<file path="src/psw_pkg.sv">
package psw_pkg;
	// Clock and time base
	localparam int unsigned CLK_PERIOD_NS = 10;
	localparam int unsigned T_STEP_MS     = 4;
	localparam int unsigned T_CAN5_MS     = 20;
	localparam int unsigned T_WAKE_MS     = 20;
	localparam int unsigned STEP_CYC      = T_STEP_MS * 1000000 / CLK_PERIOD_NS;
	localparam int unsigned CAN5_CYC      = T_CAN5_MS * 1000000 / CLK_PERIOD_NS;
	localparam int unsigned WAKE_CYC      = T_WAKE_MS * 1000000 / CLK_PERIOD_NS;

	// Register byte offsets
	localparam logic [7:0] OFS_CMD    = 8'h00;
	localparam logic [7:0] OFS_STATUS = 8'h04;
	localparam logic [7:0] OFS_CONFIG = 8'h08;
	localparam logic [7:0] OFS_TIMING = 8'h0c;
	localparam logic [7:0] OFS_WAKMSG = 8'h10;

	// Command word fields
	localparam int CMD_OP_LSB   = 0;
	localparam int CMD_ARG_LSB  = 4;
	localparam int CMD_FORM_LSB = 12;

	// Config fields
	localparam int CFG_MEM_BIT   = 0;
	localparam int CFG_ADAPT_BIT = 1;
	localparam int CFG_CAN_TIMER_TIMES_FIVE_BIT  = 2;
	localparam int CFG_EXTA_BIT  = 3;
	localparam int CFG_TDEF_LSB  = 8;

	// Reset values
	localparam logic [7:0]  TMO_DEFAULT   = 8'h20;
	localparam logic [7:0]  WAKE_DEFAULT  = 8'h92;
	localparam logic [7:0]  TMO_SEARCH_MIN = 8'h19;
	localparam logic [31:0] WAKMSG_RESET  = 32'h68_6a_f1_01;

	// Protocol codes
	localparam logic [3:0] PR_AUTO  = 4'h0;
	localparam logic [3:0] PR_FIRST = 4'h1;
	localparam logic [3:0] PR_SLOW_A = 4'h3;
	localparam logic [3:0] PR_SLOW_B = 4'h4;
	localparam logic [3:0] PR_FAST_K = 4'h5;
	localparam logic [3:0] PR_CAN_LO = 4'h6;
	localparam logic [3:0] PR_HDCAN  = 4'ha;
	localparam logic [3:0] PR_LAST  = 4'hc;
	localparam logic [3:0] PR_COUNT = 4'hc;

	typedef enum logic [3:0] {
		OP_NONE      = 4'h0,
		OP_SETPROTO  = 4'h1,
		OP_TIMEOUT   = 4'h2,
		OP_WAKEUP    = 4'h3,
		OP_RXADDR    = 4'h4,
		OP_AUTORX    = 4'h5,
		OP_SLOWINIT  = 4'h6,
		OP_STDSEQ    = 4'h7,
		OP_CLOSE     = 4'h8
	} psw_op_e;

	typedef enum logic [1:0] {
		SPF_PLAIN  = 2'h0,
		SPF_ZERO2  = 2'h1,
		SPF_AUTO_A = 2'h2,
		SPF_A_AUTO = 2'h3
	} psw_spform_e;

	typedef enum logic [1:0] {
		SR_IDLE = 2'h0,
		SR_INIT = 2'h1,
		SR_WAIT = 2'h2,
		SR_CONN = 2'h3
	} psw_srch_e;
endpackage

</file>
<file path="src/psw_tick_timer.sv">
`timescale 1ns/1ns
// Counts a number of units, each a runtime-selected number of cycles
module psw_tick_timer #(
	parameter int CYC_W = 24
) (
	input  wire logic             pclk,
	input  wire logic             presetn,
	input  wire logic             start,
	input  wire logic             halt,
	input  wire logic [CYC_W-1:0] unit_cyc,
	input  wire logic [7:0]       units,
	output logic                  expired,
	output logic                  running
);
	logic [CYC_W-1:0] pre_q;
	logic [7:0]       cnt_q;

	// Start reloads, halt wins over counting; zero units never starts
	always_ff @(posedge pclk or negedge presetn) begin
		if (!presetn) begin
			pre_q   <= '0;
			cnt_q   <= 8'h00;
			running <= 1'b0;
			expired <= 1'b0;
		end else begin
			expired <= 1'b0;
			if (start && units != 8'h00) begin
				pre_q   <= unit_cyc - CYC_W'(1);
				cnt_q   <= units;
				running <= 1'b1;
			end else if (halt) begin
				running <= 1'b0;
			end else if (running) begin
				if (pre_q != '0) begin
					pre_q <= pre_q - CYC_W'(1);
				end else if (cnt_q == 8'h01) begin
					running <= 1'b0;
					expired <= 1'b1;
				end else begin
					cnt_q <= cnt_q - 8'h01;
					pre_q <= unit_cyc - CYC_W'(1);
				end
			end
		end
	end
endmodule

</file>
<file path="src/psw_protocol_ctrl.sv">
// The register addresses and the APB interface to the registers were left to the implementer.
`timescale 1ns/1ns
//Contract
//[RULE1] Slow initiation command runs only with protocol 3 or 4, else error.
//[RULE2] Initiation runs before first message; separate command initiates only.
//[RULE3] Nonzero set-protocol selects it and writes default, memory setting ignored.
//[RULE4] Protocol codes 0 to C decoded; 0 automatic, 6 up are CAN.
//[RULE5] Automatic search tries until success; memory on stores found protocol.
//[RULE6] Single zero, A0 and 0A forms select automatic without store write.
//[RULE7] Only the double-zero form writes zero to the stored default.
//[RULE8] Fixed protocol alone is tried; failure reports bus-initiation error.
//[RULE9] Auto-with-start tries given protocol first, always saves, A either side.
//[RULE10] Receive address command filters responses until automatic addressing returns.
//[RULE11] Filter compares one byte; ignored for heavy-duty CAN and extended addressing.
//[RULE12] Fast search order by default; standard sequence makes it ascending.
//[RULE13] Response timeout reports no data; adaptive also times further responses.
//[RULE14] Timeout steps 4 ms, or 20 ms on CAN with times-five.
//[RULE15] With adaptive timing the programmed timeout is an upper limit.
//[RULE16] Timeout default is 32, taken from a programmable parameter. The code resets it to TMO_DEFAULT, which is 8'h20.
//[RULE17] Timeout argument zero restores the default.
//[RULE18] Searches enforce an internal minimum timeout; longer ones honoured.
//[RULE19] Protocols 3, 4, 5 send periodic wakeups when connected; replies discarded.
//[RULE20] Wakeup interval is argument times 20 ms; default 92.
//[RULE21] Interval zero stops wakeups until protocol closed and reinitialized.
//[RULE22] Wakeup message gets a checksum and goes out at the interval.
//[RULE23] Out-of-range protocol or command gives error, settings unchanged.
module psw_protocol_ctrl #(
	parameter int unsigned STEP_CYCLES = psw_pkg::STEP_CYC,
	parameter int unsigned CAN5_CYCLES = psw_pkg::CAN5_CYC,
	parameter int unsigned WAKE_CYCLES = psw_pkg::WAKE_CYC
) (
	input  wire logic        pclk,
	input  wire logic        presetn,
	input  wire logic        psel,
	input  wire logic        penable,
	input  wire logic        pwrite,
	input  wire logic [7:0]  paddr,
	input  wire logic [31:0] pwdata,
	output logic      [31:0] prdata,
	output logic             pready,
	output logic             pslverr,
	input  wire logic        msg_req,
	input  wire logic        init_ok,
	input  wire logic        init_fail,
	input  wire logic        req_sent,
	input  wire logic        rx_valid,
	input  wire logic [7:0]  rx_addr,
	input  wire logic [7:0]  adapt_est,
	output logic             init_req,
	output logic      [3:0]  try_proto,
	output logic             msg_go,
	output logic             wake_req,
	output logic      [7:0]  wake_csum,
	output logic             no_data,
	output logic             bus_err,
	output logic             nv_wr,
	output logic      [4:0]  nv_data,
	output logic             rx_accept
);
	localparam int CYC_W = 24;

	if (STEP_CYCLES == 0 || CAN5_CYCLES == 0 || WAKE_CYCLES == 0 ||
		CAN5_CYCLES >= (1 << CYC_W) || WAKE_CYCLES >= (1 << CYC_W) || STEP_CYCLES >= (1 << CYC_W)) begin : g_chk
		$error("psw_protocol_ctrl: cycle counts out of range");
	end

	// Fast search order: CAN 6, 8, 7, 9 first, then the slower legacy buses 1 to 5, then CAN A to C
	function automatic logic [3:0] next_proto(input logic [3:0] p, input logic std);
		logic [3:0] r;
		r = psw_pkg::PR_FIRST;
		if (std) begin
			r = (p >= psw_pkg::PR_LAST) ? psw_pkg::PR_FIRST : p + 4'h1; // RULE12
		end else begin
			unique case (p)
				4'h6: r = 4'h8;
				4'h8: r = 4'h7;
				4'h7: r = 4'h9;
				4'h9: r = 4'h1;
				4'h5: r = 4'ha;
				4'hc: r = 4'h6;
				default: r = p + 4'h1;
			endcase
		end
		return r;
	endfunction

	function automatic logic is_can(input logic [3:0] p);
		return p >= psw_pkg::PR_CAN_LO && p <= psw_pkg::PR_LAST; // RULE4
	endfunction

	// Bus-side signals and registers
	logic        wr_stb;
	logic        cmd_stb;
	logic [31:0] cfg_q;
	logic [31:0] wakmsg_q;
	logic [3:0]  sel_q;
	logic        auto_q;
	logic [3:0]  nvdef_q;
	logic        std_q;
	logic        cmd_err_q;
	logic [7:0]  tmo_q;
	logic [7:0]  wake_arg_q;
	logic        wake_stop_q;
	logic [7:0]  rxa_q;
	logic        rxa_on_q;
	logic        bus_err_q;
	logic        nodata_seen_q;
	logic [3:0]  op;
	logic [7:0]  arg;
	logic [1:0]  form;
	logic        a_valid;
	psw_pkg::psw_srch_e st_q;
	logic [3:0]  cur_q;
	logic [3:0]  tries_q;
	logic        msg_pend_q;
	logic        got_resp_q;
	logic        wake_quiet_q;
	logic        tmo_exp;
	logic        tmo_run;
	logic        wake_exp;
	logic        wake_run;
	logic        wake_ok;
	logic [7:0]  tmo_eff;
	logic [23:0] tmo_unit;

	assign wr_stb  = psel && penable && pready && pwrite;
	assign cmd_stb = wr_stb && paddr == psw_pkg::OFS_CMD;
	assign op      = pwdata[psw_pkg::CMD_OP_LSB +: 4];
	assign arg     = pwdata[psw_pkg::CMD_ARG_LSB +: 8];
	assign form    = pwdata[psw_pkg::CMD_FORM_LSB +: 2];
	assign a_valid = arg[3:0] <= psw_pkg::PR_LAST && arg[7:4] == 4'h0; // RULE23

	// APB slave: one wait-free access, answer prepared in the setup cycle
	always_ff @(posedge pclk or negedge presetn) begin
		if (!presetn) begin
			pready  <= 1'b0;
			pslverr <= 1'b0;
			prdata  <= 32'h0000_0000;
		end else begin
			pready  <= psel && !penable && !pready;
			pslverr <= psel && !penable && !pready && !(paddr inside {psw_pkg::OFS_CMD,
				psw_pkg::OFS_STATUS, psw_pkg::OFS_CONFIG, psw_pkg::OFS_TIMING, psw_pkg::OFS_WAKMSG});
			unique case (paddr)
				psw_pkg::OFS_STATUS: prdata <= {16'h0000, bus_err_q, nodata_seen_q, rxa_on_q, std_q,
					nvdef_q, 1'b0, cmd_err_q, st_q == psw_pkg::SR_CONN, auto_q, cur_q};
				psw_pkg::OFS_CONFIG: prdata <= cfg_q;
				psw_pkg::OFS_TIMING: prdata <= {wake_stop_q, 7'h00, rxa_q, wake_arg_q, tmo_q};
				psw_pkg::OFS_WAKMSG: prdata <= wakmsg_q;
				default:             prdata <= 32'h0000_0000;
			endcase
		end
	end

	// Config and wakeup message bytes; default timeout lives in config
	always_ff @(posedge pclk or negedge presetn) begin
		if (!presetn) begin
			cfg_q    <= {16'h0000, psw_pkg::TMO_DEFAULT, 8'h00}; // RULE16
			wakmsg_q <= psw_pkg::WAKMSG_RESET;
		end else if (wr_stb && paddr == psw_pkg::OFS_CONFIG) begin
			cfg_q <= {16'h0000, pwdata[15:8], 4'h0, pwdata[3:0]};
		end else if (wr_stb && paddr == psw_pkg::OFS_WAKMSG) begin
			wakmsg_q <= pwdata;
		end
	end

	// Protocol selection and nonvolatile default
	always_ff @(posedge pclk or negedge presetn) begin
		if (!presetn) begin
			sel_q     <= psw_pkg::PR_AUTO;
			auto_q    <= 1'b1;
			nvdef_q   <= psw_pkg::PR_AUTO;
			nv_wr     <= 1'b0;
			nv_data   <= 5'h00;
			std_q     <= 1'b0;
			cmd_err_q <= 1'b0;
		end else begin
			nv_wr <= 1'b0;
			if (cmd_stb) begin
				cmd_err_q <= 1'b0;
				unique case (op)
					psw_pkg::OP_SETPROTO: begin
						if (!a_valid) begin
							cmd_err_q <= 1'b1; // RULE23
						end else if (form == psw_pkg::SPF_ZERO2) begin
							sel_q   <= psw_pkg::PR_AUTO; // RULE7
							auto_q  <= 1'b1;
							nvdef_q <= psw_pkg::PR_AUTO;
							nv_wr   <= 1'b1;
							nv_data <= {1'b1, psw_pkg::PR_AUTO};
						end else if (arg[3:0] == psw_pkg::PR_AUTO) begin
							sel_q  <= psw_pkg::PR_AUTO; // RULE6
							auto_q <= 1'b1;
						end else begin
							// Auto forms keep searching; plain form fixes the protocol
							sel_q   <= arg[3:0]; // RULE3 RULE9
							auto_q  <= form != psw_pkg::SPF_PLAIN;
							nvdef_q <= arg[3:0];
							nv_wr   <= 1'b1;
							nv_data <= {form != psw_pkg::SPF_PLAIN, arg[3:0]};
						end
					end
					psw_pkg::OP_STDSEQ: std_q <= 1'b1; // RULE12
					psw_pkg::OP_SLOWINIT: cmd_err_q <= !(sel_q == psw_pkg::PR_SLOW_A ||
						sel_q == psw_pkg::PR_SLOW_B); // RULE1
					psw_pkg::OP_TIMEOUT, psw_pkg::OP_WAKEUP, psw_pkg::OP_RXADDR,
					psw_pkg::OP_AUTORX, psw_pkg::OP_CLOSE: cmd_err_q <= 1'b0;
					default: cmd_err_q <= 1'b1; // RULE23
				endcase
			end else if (st_q == psw_pkg::SR_WAIT && init_ok && auto_q && cfg_q[psw_pkg::CFG_MEM_BIT]) begin
				nvdef_q <= cur_q; // RULE5
				nv_wr   <= 1'b1;
				nv_data <= {1'b1, cur_q};
			end
		end
	end

	// Timeout, wakeup interval and receive address settings
	always_ff @(posedge pclk or negedge presetn) begin
		if (!presetn) begin
			tmo_q       <= psw_pkg::TMO_DEFAULT;
			wake_arg_q  <= psw_pkg::WAKE_DEFAULT; // RULE20
			wake_stop_q <= 1'b0;
			rxa_q       <= 8'h00;
			rxa_on_q    <= 1'b0;
		end else begin
			if (cmd_stb && op == psw_pkg::OP_TIMEOUT) begin
				tmo_q <= (arg == 8'h00) ? cfg_q[psw_pkg::CFG_TDEF_LSB +: 8] : arg; // RULE17
			end
			// Zero stops the messages but keeps the stored interval
			if (cmd_stb && op == psw_pkg::OP_WAKEUP) begin
				if (arg == 8'h00) begin
					wake_stop_q <= 1'b1; // RULE21
				end else begin
					wake_arg_q <= arg;
				end
			end else if (st_q == psw_pkg::SR_CONN && (cmd_stb && op == psw_pkg::OP_CLOSE)) begin
				wake_stop_q <= 1'b0; // RULE21
			end
			if (cmd_stb && op == psw_pkg::OP_RXADDR) begin
				rxa_q    <= arg; // RULE10
				rxa_on_q <= 1'b1;
			end else if (cmd_stb && op == psw_pkg::OP_AUTORX) begin
				rxa_on_q <= 1'b0; // RULE10
			end
		end
	end

	// Search and connection state machine
	always_ff @(posedge pclk or negedge presetn) begin
		if (!presetn) begin
			st_q       <= psw_pkg::SR_IDLE;
			cur_q      <= psw_pkg::PR_AUTO;
			tries_q    <= 4'h0;
			msg_pend_q <= 1'b0;
			init_req   <= 1'b0;
			try_proto  <= 4'h0;
			msg_go     <= 1'b0;
			bus_err    <= 1'b0;
			bus_err_q  <= 1'b0;
		end else begin
			init_req <= 1'b0;
			msg_go   <= 1'b0;
			bus_err  <= 1'b0;
			unique case (st_q)
				psw_pkg::SR_IDLE: begin
					if (msg_req || (cmd_stb && op == psw_pkg::OP_SLOWINIT && (sel_q == psw_pkg::PR_SLOW_A ||
						sel_q == psw_pkg::PR_SLOW_B))) begin
						// Slow-init command connects without a message
						msg_pend_q <= msg_req; // RULE2
						tries_q    <= 4'h0;
						bus_err_q  <= 1'b0;
						cur_q      <= (sel_q != psw_pkg::PR_AUTO) ? sel_q :
							(nvdef_q != psw_pkg::PR_AUTO) ? nvdef_q :
							(std_q ? psw_pkg::PR_FIRST : psw_pkg::PR_CAN_LO); // RULE12
						st_q       <= psw_pkg::SR_INIT;
					end
				end
				psw_pkg::SR_INIT: begin
					init_req  <= 1'b1;
					try_proto <= cur_q;
					st_q      <= psw_pkg::SR_WAIT;
				end
				psw_pkg::SR_WAIT: begin
					if (init_ok) begin
						st_q       <= psw_pkg::SR_CONN;
						msg_go     <= msg_pend_q; // RULE2
						msg_pend_q <= 1'b0;
					end else if (init_fail) begin
						if (auto_q && tries_q < psw_pkg::PR_COUNT - 4'h1) begin
							tries_q <= tries_q + 4'h1; // RULE5
							cur_q   <= next_proto(cur_q, std_q);
							st_q    <= psw_pkg::SR_INIT;
						end else begin
							bus_err    <= 1'b1; // RULE8
							bus_err_q  <= 1'b1;
							msg_pend_q <= 1'b0;
							st_q       <= psw_pkg::SR_IDLE;
						end
					end
				end
				psw_pkg::SR_CONN: begin
					if (cmd_stb && (op == psw_pkg::OP_CLOSE || op == psw_pkg::OP_SETPROTO)) begin
						st_q <= psw_pkg::SR_IDLE;
					end else if (msg_req) begin
						msg_go <= 1'b1;
					end
				end
			endcase
		end
	end

	// Effective timeout: adaptive cap, then search floor
	always_comb begin
		tmo_eff = tmo_q;
		if (cfg_q[psw_pkg::CFG_ADAPT_BIT] && adapt_est != 8'h00 && adapt_est < tmo_q) begin
			tmo_eff = adapt_est; // RULE15
		end
		if (st_q != psw_pkg::SR_CONN && tmo_eff < psw_pkg::TMO_SEARCH_MIN) begin
			tmo_eff = psw_pkg::TMO_SEARCH_MIN; // RULE18
		end
		tmo_unit = (is_can(cur_q) && cfg_q[psw_pkg::CFG_CAN_TIMER_TIMES_FIVE_BIT]) ?
			CYC_W'(CAN5_CYCLES) : CYC_W'(STEP_CYCLES); // RULE14
	end

	psw_tick_timer #(.CYC_W(CYC_W)) u_tmo (
		.pclk     (pclk),
		.presetn  (presetn),
		.start    (req_sent || (rx_valid && tmo_run && cfg_q[psw_pkg::CFG_ADAPT_BIT])),
		.halt     (rx_valid && !cfg_q[psw_pkg::CFG_ADAPT_BIT]),
		.unit_cyc (tmo_unit),
		.units    (tmo_eff),
		.expired  (tmo_exp),
		.running  (tmo_run)
	);

	// No data only when nothing answered; wakeup replies are dropped
	always_ff @(posedge pclk or negedge presetn) begin
		if (!presetn) begin
			got_resp_q    <= 1'b0;
			no_data       <= 1'b0;
			nodata_seen_q <= 1'b0;
			wake_quiet_q  <= 1'b0;
			rx_accept     <= 1'b0;
		end else begin
			if (req_sent) begin
				got_resp_q <= 1'b0;
			end else if (rx_valid) begin
				got_resp_q <= 1'b1;
			end
			no_data <= tmo_exp && !got_resp_q && !wake_quiet_q; // RULE13
			if (tmo_exp && !got_resp_q && !wake_quiet_q) begin
				nodata_seen_q <= 1'b1;
			end else if (req_sent) begin
				nodata_seen_q <= 1'b0;
			end
			if (wake_req) begin
				wake_quiet_q <= 1'b1; // RULE19
			end else if (tmo_exp || msg_req) begin
				wake_quiet_q <= 1'b0;
			end
			rx_accept <= rx_valid && !wake_quiet_q && (!rxa_on_q || rx_addr == rxa_q ||
				cur_q == psw_pkg::PR_HDCAN || cfg_q[psw_pkg::CFG_EXTA_BIT]); // RULE10 RULE11 RULE19
		end
	end

	assign wake_ok = st_q == psw_pkg::SR_CONN && !wake_stop_q && (cur_q == psw_pkg::PR_SLOW_A ||
		cur_q == psw_pkg::PR_SLOW_B || cur_q == psw_pkg::PR_FAST_K); // RULE19

	psw_tick_timer #(.CYC_W(CYC_W)) u_wake (
		.pclk     (pclk),
		.presetn  (presetn),
		.start    (wake_ok && (!wake_run || msg_go)),
		.halt     (!wake_ok),
		.unit_cyc (CYC_W'(WAKE_CYCLES)),
		.units    (wake_arg_q),
		.expired  (wake_exp),
		.running  (wake_run)
	);

	// Wakeup strobe with additive checksum of the message bytes
	always_ff @(posedge pclk or negedge presetn) begin
		if (!presetn) begin
			wake_req  <= 1'b0;
			wake_csum <= 8'h00;
		end else begin
			wake_req  <= wake_exp && wake_ok; // RULE20 RULE22
			wake_csum <= wakmsg_q[31:24] + wakmsg_q[23:16] + wakmsg_q[15:8] + wakmsg_q[7:0]; // RULE22
		end
	end

	AST_SLOW_ERR: assert property (@(posedge pclk) disable iff (!presetn) // RULE1
		cmd_stb && op == psw_pkg::OP_SLOWINIT && sel_q == 4'h1 |=> cmd_err_q)
		else $error("slow init accepted on wrong protocol");
	AST_MSG_AFTER_INIT: assert property (@(posedge pclk) disable iff (!presetn) // RULE2
		st_q == psw_pkg::SR_WAIT && init_ok && msg_pend_q |=> msg_go && st_q == psw_pkg::SR_CONN)
		else $error("message not sent after initiation");
	AST_SP_WRITE: assert property (@(posedge pclk) disable iff (!presetn) // RULE3
		cmd_stb && op == psw_pkg::OP_SETPROTO && form == psw_pkg::SPF_PLAIN && arg > 8'h00 && arg <= 8'h0c
		|=> nv_wr && nv_data[3:0] == $past(arg[3:0]) && !auto_q)
		else $error("set protocol did not store default");
	AST_SP0_NOWRITE: assert property (@(posedge pclk) disable iff (!presetn) // RULE6
		cmd_stb && op == psw_pkg::OP_SETPROTO && form != psw_pkg::SPF_ZERO2 && arg == 8'h00 |=> !nv_wr && auto_q)
		else $error("zero protocol form wrote memory");
	AST_SP00_WRITE: assert property (@(posedge pclk) disable iff (!presetn) // RULE7
		cmd_stb && op == psw_pkg::OP_SETPROTO && form == psw_pkg::SPF_ZERO2 |=> nv_wr && nv_data[3:0] == 4'h0)
		else $error("double zero did not write");
	AST_FIXED_FAIL: assert property (@(posedge pclk) disable iff (!presetn) // RULE8
		st_q == psw_pkg::SR_WAIT && init_fail && !init_ok && !auto_q |=> bus_err && st_q == psw_pkg::SR_IDLE)
		else $error("fixed protocol failure not reported");
	AST_RXA_FILTER: assert property (@(posedge pclk) disable iff (!presetn) // RULE10
		rx_valid && rxa_on_q && rx_addr != rxa_q && cur_q != 4'ha && !cfg_q[3] |=> !rx_accept)
		else $error("filtered address accepted");
	AST_TMO_ZERO: assert property (@(posedge pclk) disable iff (!presetn) // RULE17
		cmd_stb && op == psw_pkg::OP_TIMEOUT && arg == 8'h00 |=> tmo_q == $past(cfg_q[15:8]))
		else $error("zero timeout did not restore default");
	AST_SEARCH_MIN: assert property (@(posedge pclk) disable iff (!presetn) // RULE18
		st_q != psw_pkg::SR_CONN |-> tmo_eff >= 8'h19)
		else $error("search timeout below minimum");
	AST_WAKE_PROTO: assert property (@(posedge pclk) disable iff (!presetn) // RULE19
		wake_req |-> $past(cur_q) inside {4'h3, 4'h4, 4'h5} && !$past(wake_stop_q))
		else $error("wakeup on wrong protocol or while stopped");
	AST_BAD_CODE: assert property (@(posedge pclk) disable iff (!presetn) // RULE23
		cmd_stb && op == psw_pkg::OP_SETPROTO && arg > 8'h0c |=> cmd_err_q && !nv_wr && $stable(sel_q))
		else $error("bad protocol code changed settings");
endmodule

</file>
<file path="config.mk">
export PLATFORM = sky130hd
export DESIGN_NAME = psw_protocol_ctrl
export DESIGN_NICKNAME = d
export VERILOG_FILES = /design/src/psw_pkg.sv /design/src/psw_tick_timer.sv /design/src/psw_protocol_ctrl.sv
export SDC_FILE = /design/constraint.sdc
export NUM_CORES = 1
export LEC_CHECK = 0
export BUFFER_PORTS_ARGS = -buffer_cell sky130_fd_sc_hd__clkbuf_2
export CORE_AREA = 5 5 150 152
export CTS_CLUSTER_SIZE = 28
export DETAILED_ROUTE_END_ITERATION = 10
export DIE_AREA = 0 0 155 157
export PLACE_DENSITY = 0.78
export SLEW_MARGIN = 0
export SYNTH_ARGS = -nofsm -noshare
export SYNTH_HDL_FRONTEND = slang
export SYNTH_SLANG_ARGS = --single-unit
</file>
<file path="constraint.sdc">
create_clock -name pclk -period 3.6 [get_ports pclk]
set_clock_uncertainty 0.2 [all_clocks]
set_input_delay 0.18 -clock pclk [delete_from_list [all_inputs] [get_ports pclk]]
set_output_delay 0.18 -clock pclk [all_outputs]
set_load 0.1 [all_outputs]
</file>
==> metrics.md <==
| Metric | Value |
|---|---|
| Worst Tran Pin Value | `0.838 ns` |
| Die Width | `155 um` |
| PortBufs | `123` |
| Crit share post-route | `90.5%` |
| #FFs+latches synth | `218` |
| Int Pwr | `4.73 mW` |
| Crit. End Element | `flip-flop` |
| Pre-CTS WS | `0.395 ns` |
| Tot GR Track Use | `26.7%` |
| Area growth, synth to finish | `20.9%` |
| Register area share after synthesis | `47.2%` |
| Global route total overflow | `0` |
| Slowest stage delay, CP | `0.56 ns` |
| Crit path DAT | `3.47 ns` |
| Largest net degree at the start of global routing | `96` |
| WP buf/inv | `1` |
| CTS root buf | `clkbuf_16` |
| DRC viols | `0` |
| CTS buffer count | `24` |
| Syn Std Cell Area | `11,600 um^2` |
| Die footprint | `24,300 um^2` |
| Max Cap Viol | `0` |
| Clk sinks | `218` |
| Worst IR Drop VDD | `488 uV` |
| P_leak | `6.62 nW` |
| Most used DFF post-synth | `dfrtp_1` |
| Core area | `20,900 um^2` |
| Yosys cell types | `86` |
| DRT iter0 DRCs | `869` |
| Starting Density | `55.5%` |
| Syn. warnings | `0` |
| Net Sw Power | `2.15 mW` |
| Most frequent CP cell | `fa_1` |
| FP Rows | `53` |
| Detailed placer's ending HPWL | `22,900 um` |
| Setup TNS Final | `0 ns` |
| Slowest CP cell | `dfstp_2` |
| Worst-path clk slew | `0.06 ns` |
| Worst setup SP type | `flip-flop` |
| Combinational share of power | `21.1%` |
| Post-layout net count | `1,403` |
| Number of enable flip-flop cells after synthesis | `0` |
| Switching power share of the total | `31.3%` |
| Share of layout cells above drive strength 1 | `23.1%` |
| Synth async-reset ratio | `100%` |
| I/O pins | `124` |
| CTS Buffer Depth | `3` |
| Clock power frac | `38.2%` |
| Power Density | `490 nW/um^2` |
| Drt wl/cell | `20.5 um` |
| Crit-path leading delay family | `adder cells` |
| DRT antenna net count | `0` |
| Worst-case reg-to-reg path depth | `11` |
| Post CTS Setup Buffer Count | `0` |
| Levels on crit path | `11` |
| Fin. max-slew vios | `0` |
| Status | `completed` |
| Worst setup margin | `0.340 ns` |
| Required @ worst endpoint | `3.81 ns` |
| Syn Inst Count | `1,109` |
| Hold depth | `4` |
| Seq pwr share | `40.7%` |
| Global-route wire length before repair | `52,600 um` |
| Fin. Hold Viols | `0` |
| Fmax | `0.307 GHz` |
| Pre-antenna DRT Iters | `7` |
| Worst skew pair latency | `0.53 ns` |
| Via count | `9,837` |
| Final setup viols | `0` |
| CP max FO | `3` |
| RSZ-0062 raised after global routing | `false` |
| Worst min-delay path category | `primary input to flip-flop` |
| Crit-path cells | `fa_1 -> fa_1 -> ha_1 -> inv_1 -> fa_1 -> nor2b_1 -> o21ai_0 -> a21boi_0 -> o21a_1 -> nor2_1 -> xnor2_1` |
| GPL Wtd Cong | `0.933` |
| Vias in the first global route | `9,838` |
| Die height | `157 um` |
| Post-DR vias/cell | `6.19` |
| H-Tree Depth | `1` |
| WL final | `32,600 um` |
| Post-Syn Area per Cell | `10.5 um^2` |
| Worst setup path category | `flip-flop to flip-flop` |
| CTS tree | `done` |
| Slew margin rel. | `44.2%` |
| Antenna violations before repair | `3` |
| Post-route minimum period | `3.26 ns` |
| Syn nets | `1,216` |
==> final timing paths <==
| check | startpoint | endpoint | slack [ns] |
|---|---|---|---|
| worst max register to register | wakmsg_q[17]$_DFFE_PN1P_ | wake_csum[7]$_DFF_PN0_ | 0.34 |
| max in group asynchronous | presetn | auto_q$_DFFE_PN1P_ | 2.14 |
| worst max-delay path | wakmsg_q[17]$_DFFE_PN1P_ | wake_csum[7]$_DFF_PN0_ | 0.34 |
| worst min-delay path | paddr[2] | cmd_err_q$_DFFE_PN0P_ | 0.04 |
| worst min register to register | got_resp_q$_DFFE_PN0P_ | no_data$_DFF_PN0_ | 0.26 |
| min in group asynchronous | presetn | pready$_DFF_PN0_ | 0.05 |
==> cell usage after synthesis (9+ instances only) <==
| master | instances | area share (%) |
|---|---|---|
| dfrtp_1 | 199 | 43 |
| nand2_1 | 84 | 2.7 |
| nor2_1 | 78 | 2.5 |
| mux2_2 | 70 | 6.8 |
| o21ai_0 | 65 | 2.8 |
| xnor2_1 | 53 | 4.0 |
| inv_1 | 45 | 1.5 |
| nor3_1 | 44 | 1.9 |
| a21oi_1 | 41 | 1.8 |
| clkbuf_1 | 35 | 1.1 |
| nor4_1 | 30 | 1.6 |
| ha_1 | 27 | 2.9 |
| mux2i_1 | 20 | 1.7 |
| dfstp_2 | 19 | 4.3 |
| nand4_1 | 19 | 1.0 |
| nand3_1 | 18 | 0.78 |
| or3_1 | 18 | 0.97 |
| a22oi_1 | 16 | 1.0 |
| fa_1 | 14 | 2.4 |
| a31oi_1 | 12 | 0.65 |
| nand2b_1 | 12 | 0.65 |
| a22o_1 | 11 | 0.83 |
| and2_1 | 10 | 0.54 |
| or4_1 | 10 | 0.65 |
| nor2b_1 | 9 | 0.49 |
==> state kept, by name, summed over array words and instances (netlist names), 2 cells and up <==
name / count
tmo_q: 8
tries_q: 4
prdata: 32
try_proto: 4
u_wake.cnt_q: 8
wake_csum: 8
u_tmo.cnt_q: 8
u_wake.pre_q: 24
nv_data: 5
sel_q: 4
u_tmo.pre_q: 24
wake_arg_q: 8
cur_q: 4
st_q: 2
wakmsg_q: 32
cfg_q: 12
rxa_q: 8
==> power groups by stage <==
stage          clock [mW]  sequential [mW]  combinational (mW)
5_1_grt              2.77             2.83                1.59
3_5_place_dp            0             2.84                1.37
2_1_floorplan           0             2.98               0.801
4_1_cts              2.65             2.80                1.44
3_3_place_gp            0             2.83                1.35
6_report             2.63             2.80                1.45
==> stage by stage <==
stage | utilization [%] | hold WS, ns | power (mW) | instance area [um^2] | instances
global placement | 60.1 | 0.0415 | 4.18 | 12600 | 1484
finish | 67.2 | 0.0407 | 6.88 | 14000 | 1590
detailed placement | 60.1 | 0.0423 | 4.21 | 12600 | 1484
global route | 67.2 | 0.0385 | 7.18 | 14000 | 1589
floorplan | - | -0.316 | 3.78 | 11600 | 1109
CTS | 67.2 | 0.0162 | 6.89 | 14000 | 1589
==> tightest hold or removal path: stages <==
cell and delay, ns:
clkbuf_2 0.10, or4_1 0.16, nor3_4 0.10, o21a_1 0.18
==> per-layer routing <==
layer | vias to the layer above | wire [um] | GRT usage (%)
met2 | 496 | 15500 | 43.5
met5 | - | 47 | 0
met4 | 6 | 1100 | 8.45
met1 | 4819 | 13200 | 36.0
li1 | 4414 | - | -
met3 | 102 | 2740 | 6.05
==> layout by cell type (no fill, tap or decap), drive strengths merged, types with 14 or more instances in the layout <==
master	Yosys	routed
nand2	86	86
nor4	34	34
clkbuf	35	157
buf	12	25
nand4	19	19
a22oi	16	16
a21oi	41	41
inv	45	45
nor3	46	46
mux2i	20	20
dfstp	19	19
ha	27	27
or3	19	19
fa	14	14
xnor2	53	53
nand3	18	18
mux2	70	70
dfrtp	199	199
nor2	81	81
dlygate4sd3	0	61
o21ai	68	68
==> final cells by class <==
type	count	area, um^2
timing repair buffer	208	1430
clock inverter	9	166
inverter	45	169
clock buffer	35	692
sequential	218	5480
tap	275	344
antenna	1	2.50
fill	1587	6860
multi-input combinational	799	5750
==> logic make-up (layout without fill, tap and decap cells) <==
family	after synthesis	after routing	share of synthesized area, %
simple gates	389	389	18.5
compound gates	222	222	12.9
flops	218	218	47.2
buf+inv	92	297	3.30
mux	90	90	8.52
xor+xnor	57	57	4.30
fa+ha+maj	41	41	5.33
other cells	0	1	0
==> repair_timing <==
item / in CTS / in global routing
gates resized for setup: 0 / 0
hold buffers: 61 / 0
endpoints found under the hold margin: 192 / 0
No activity file was read; power rests on OpenSTA's default activity.
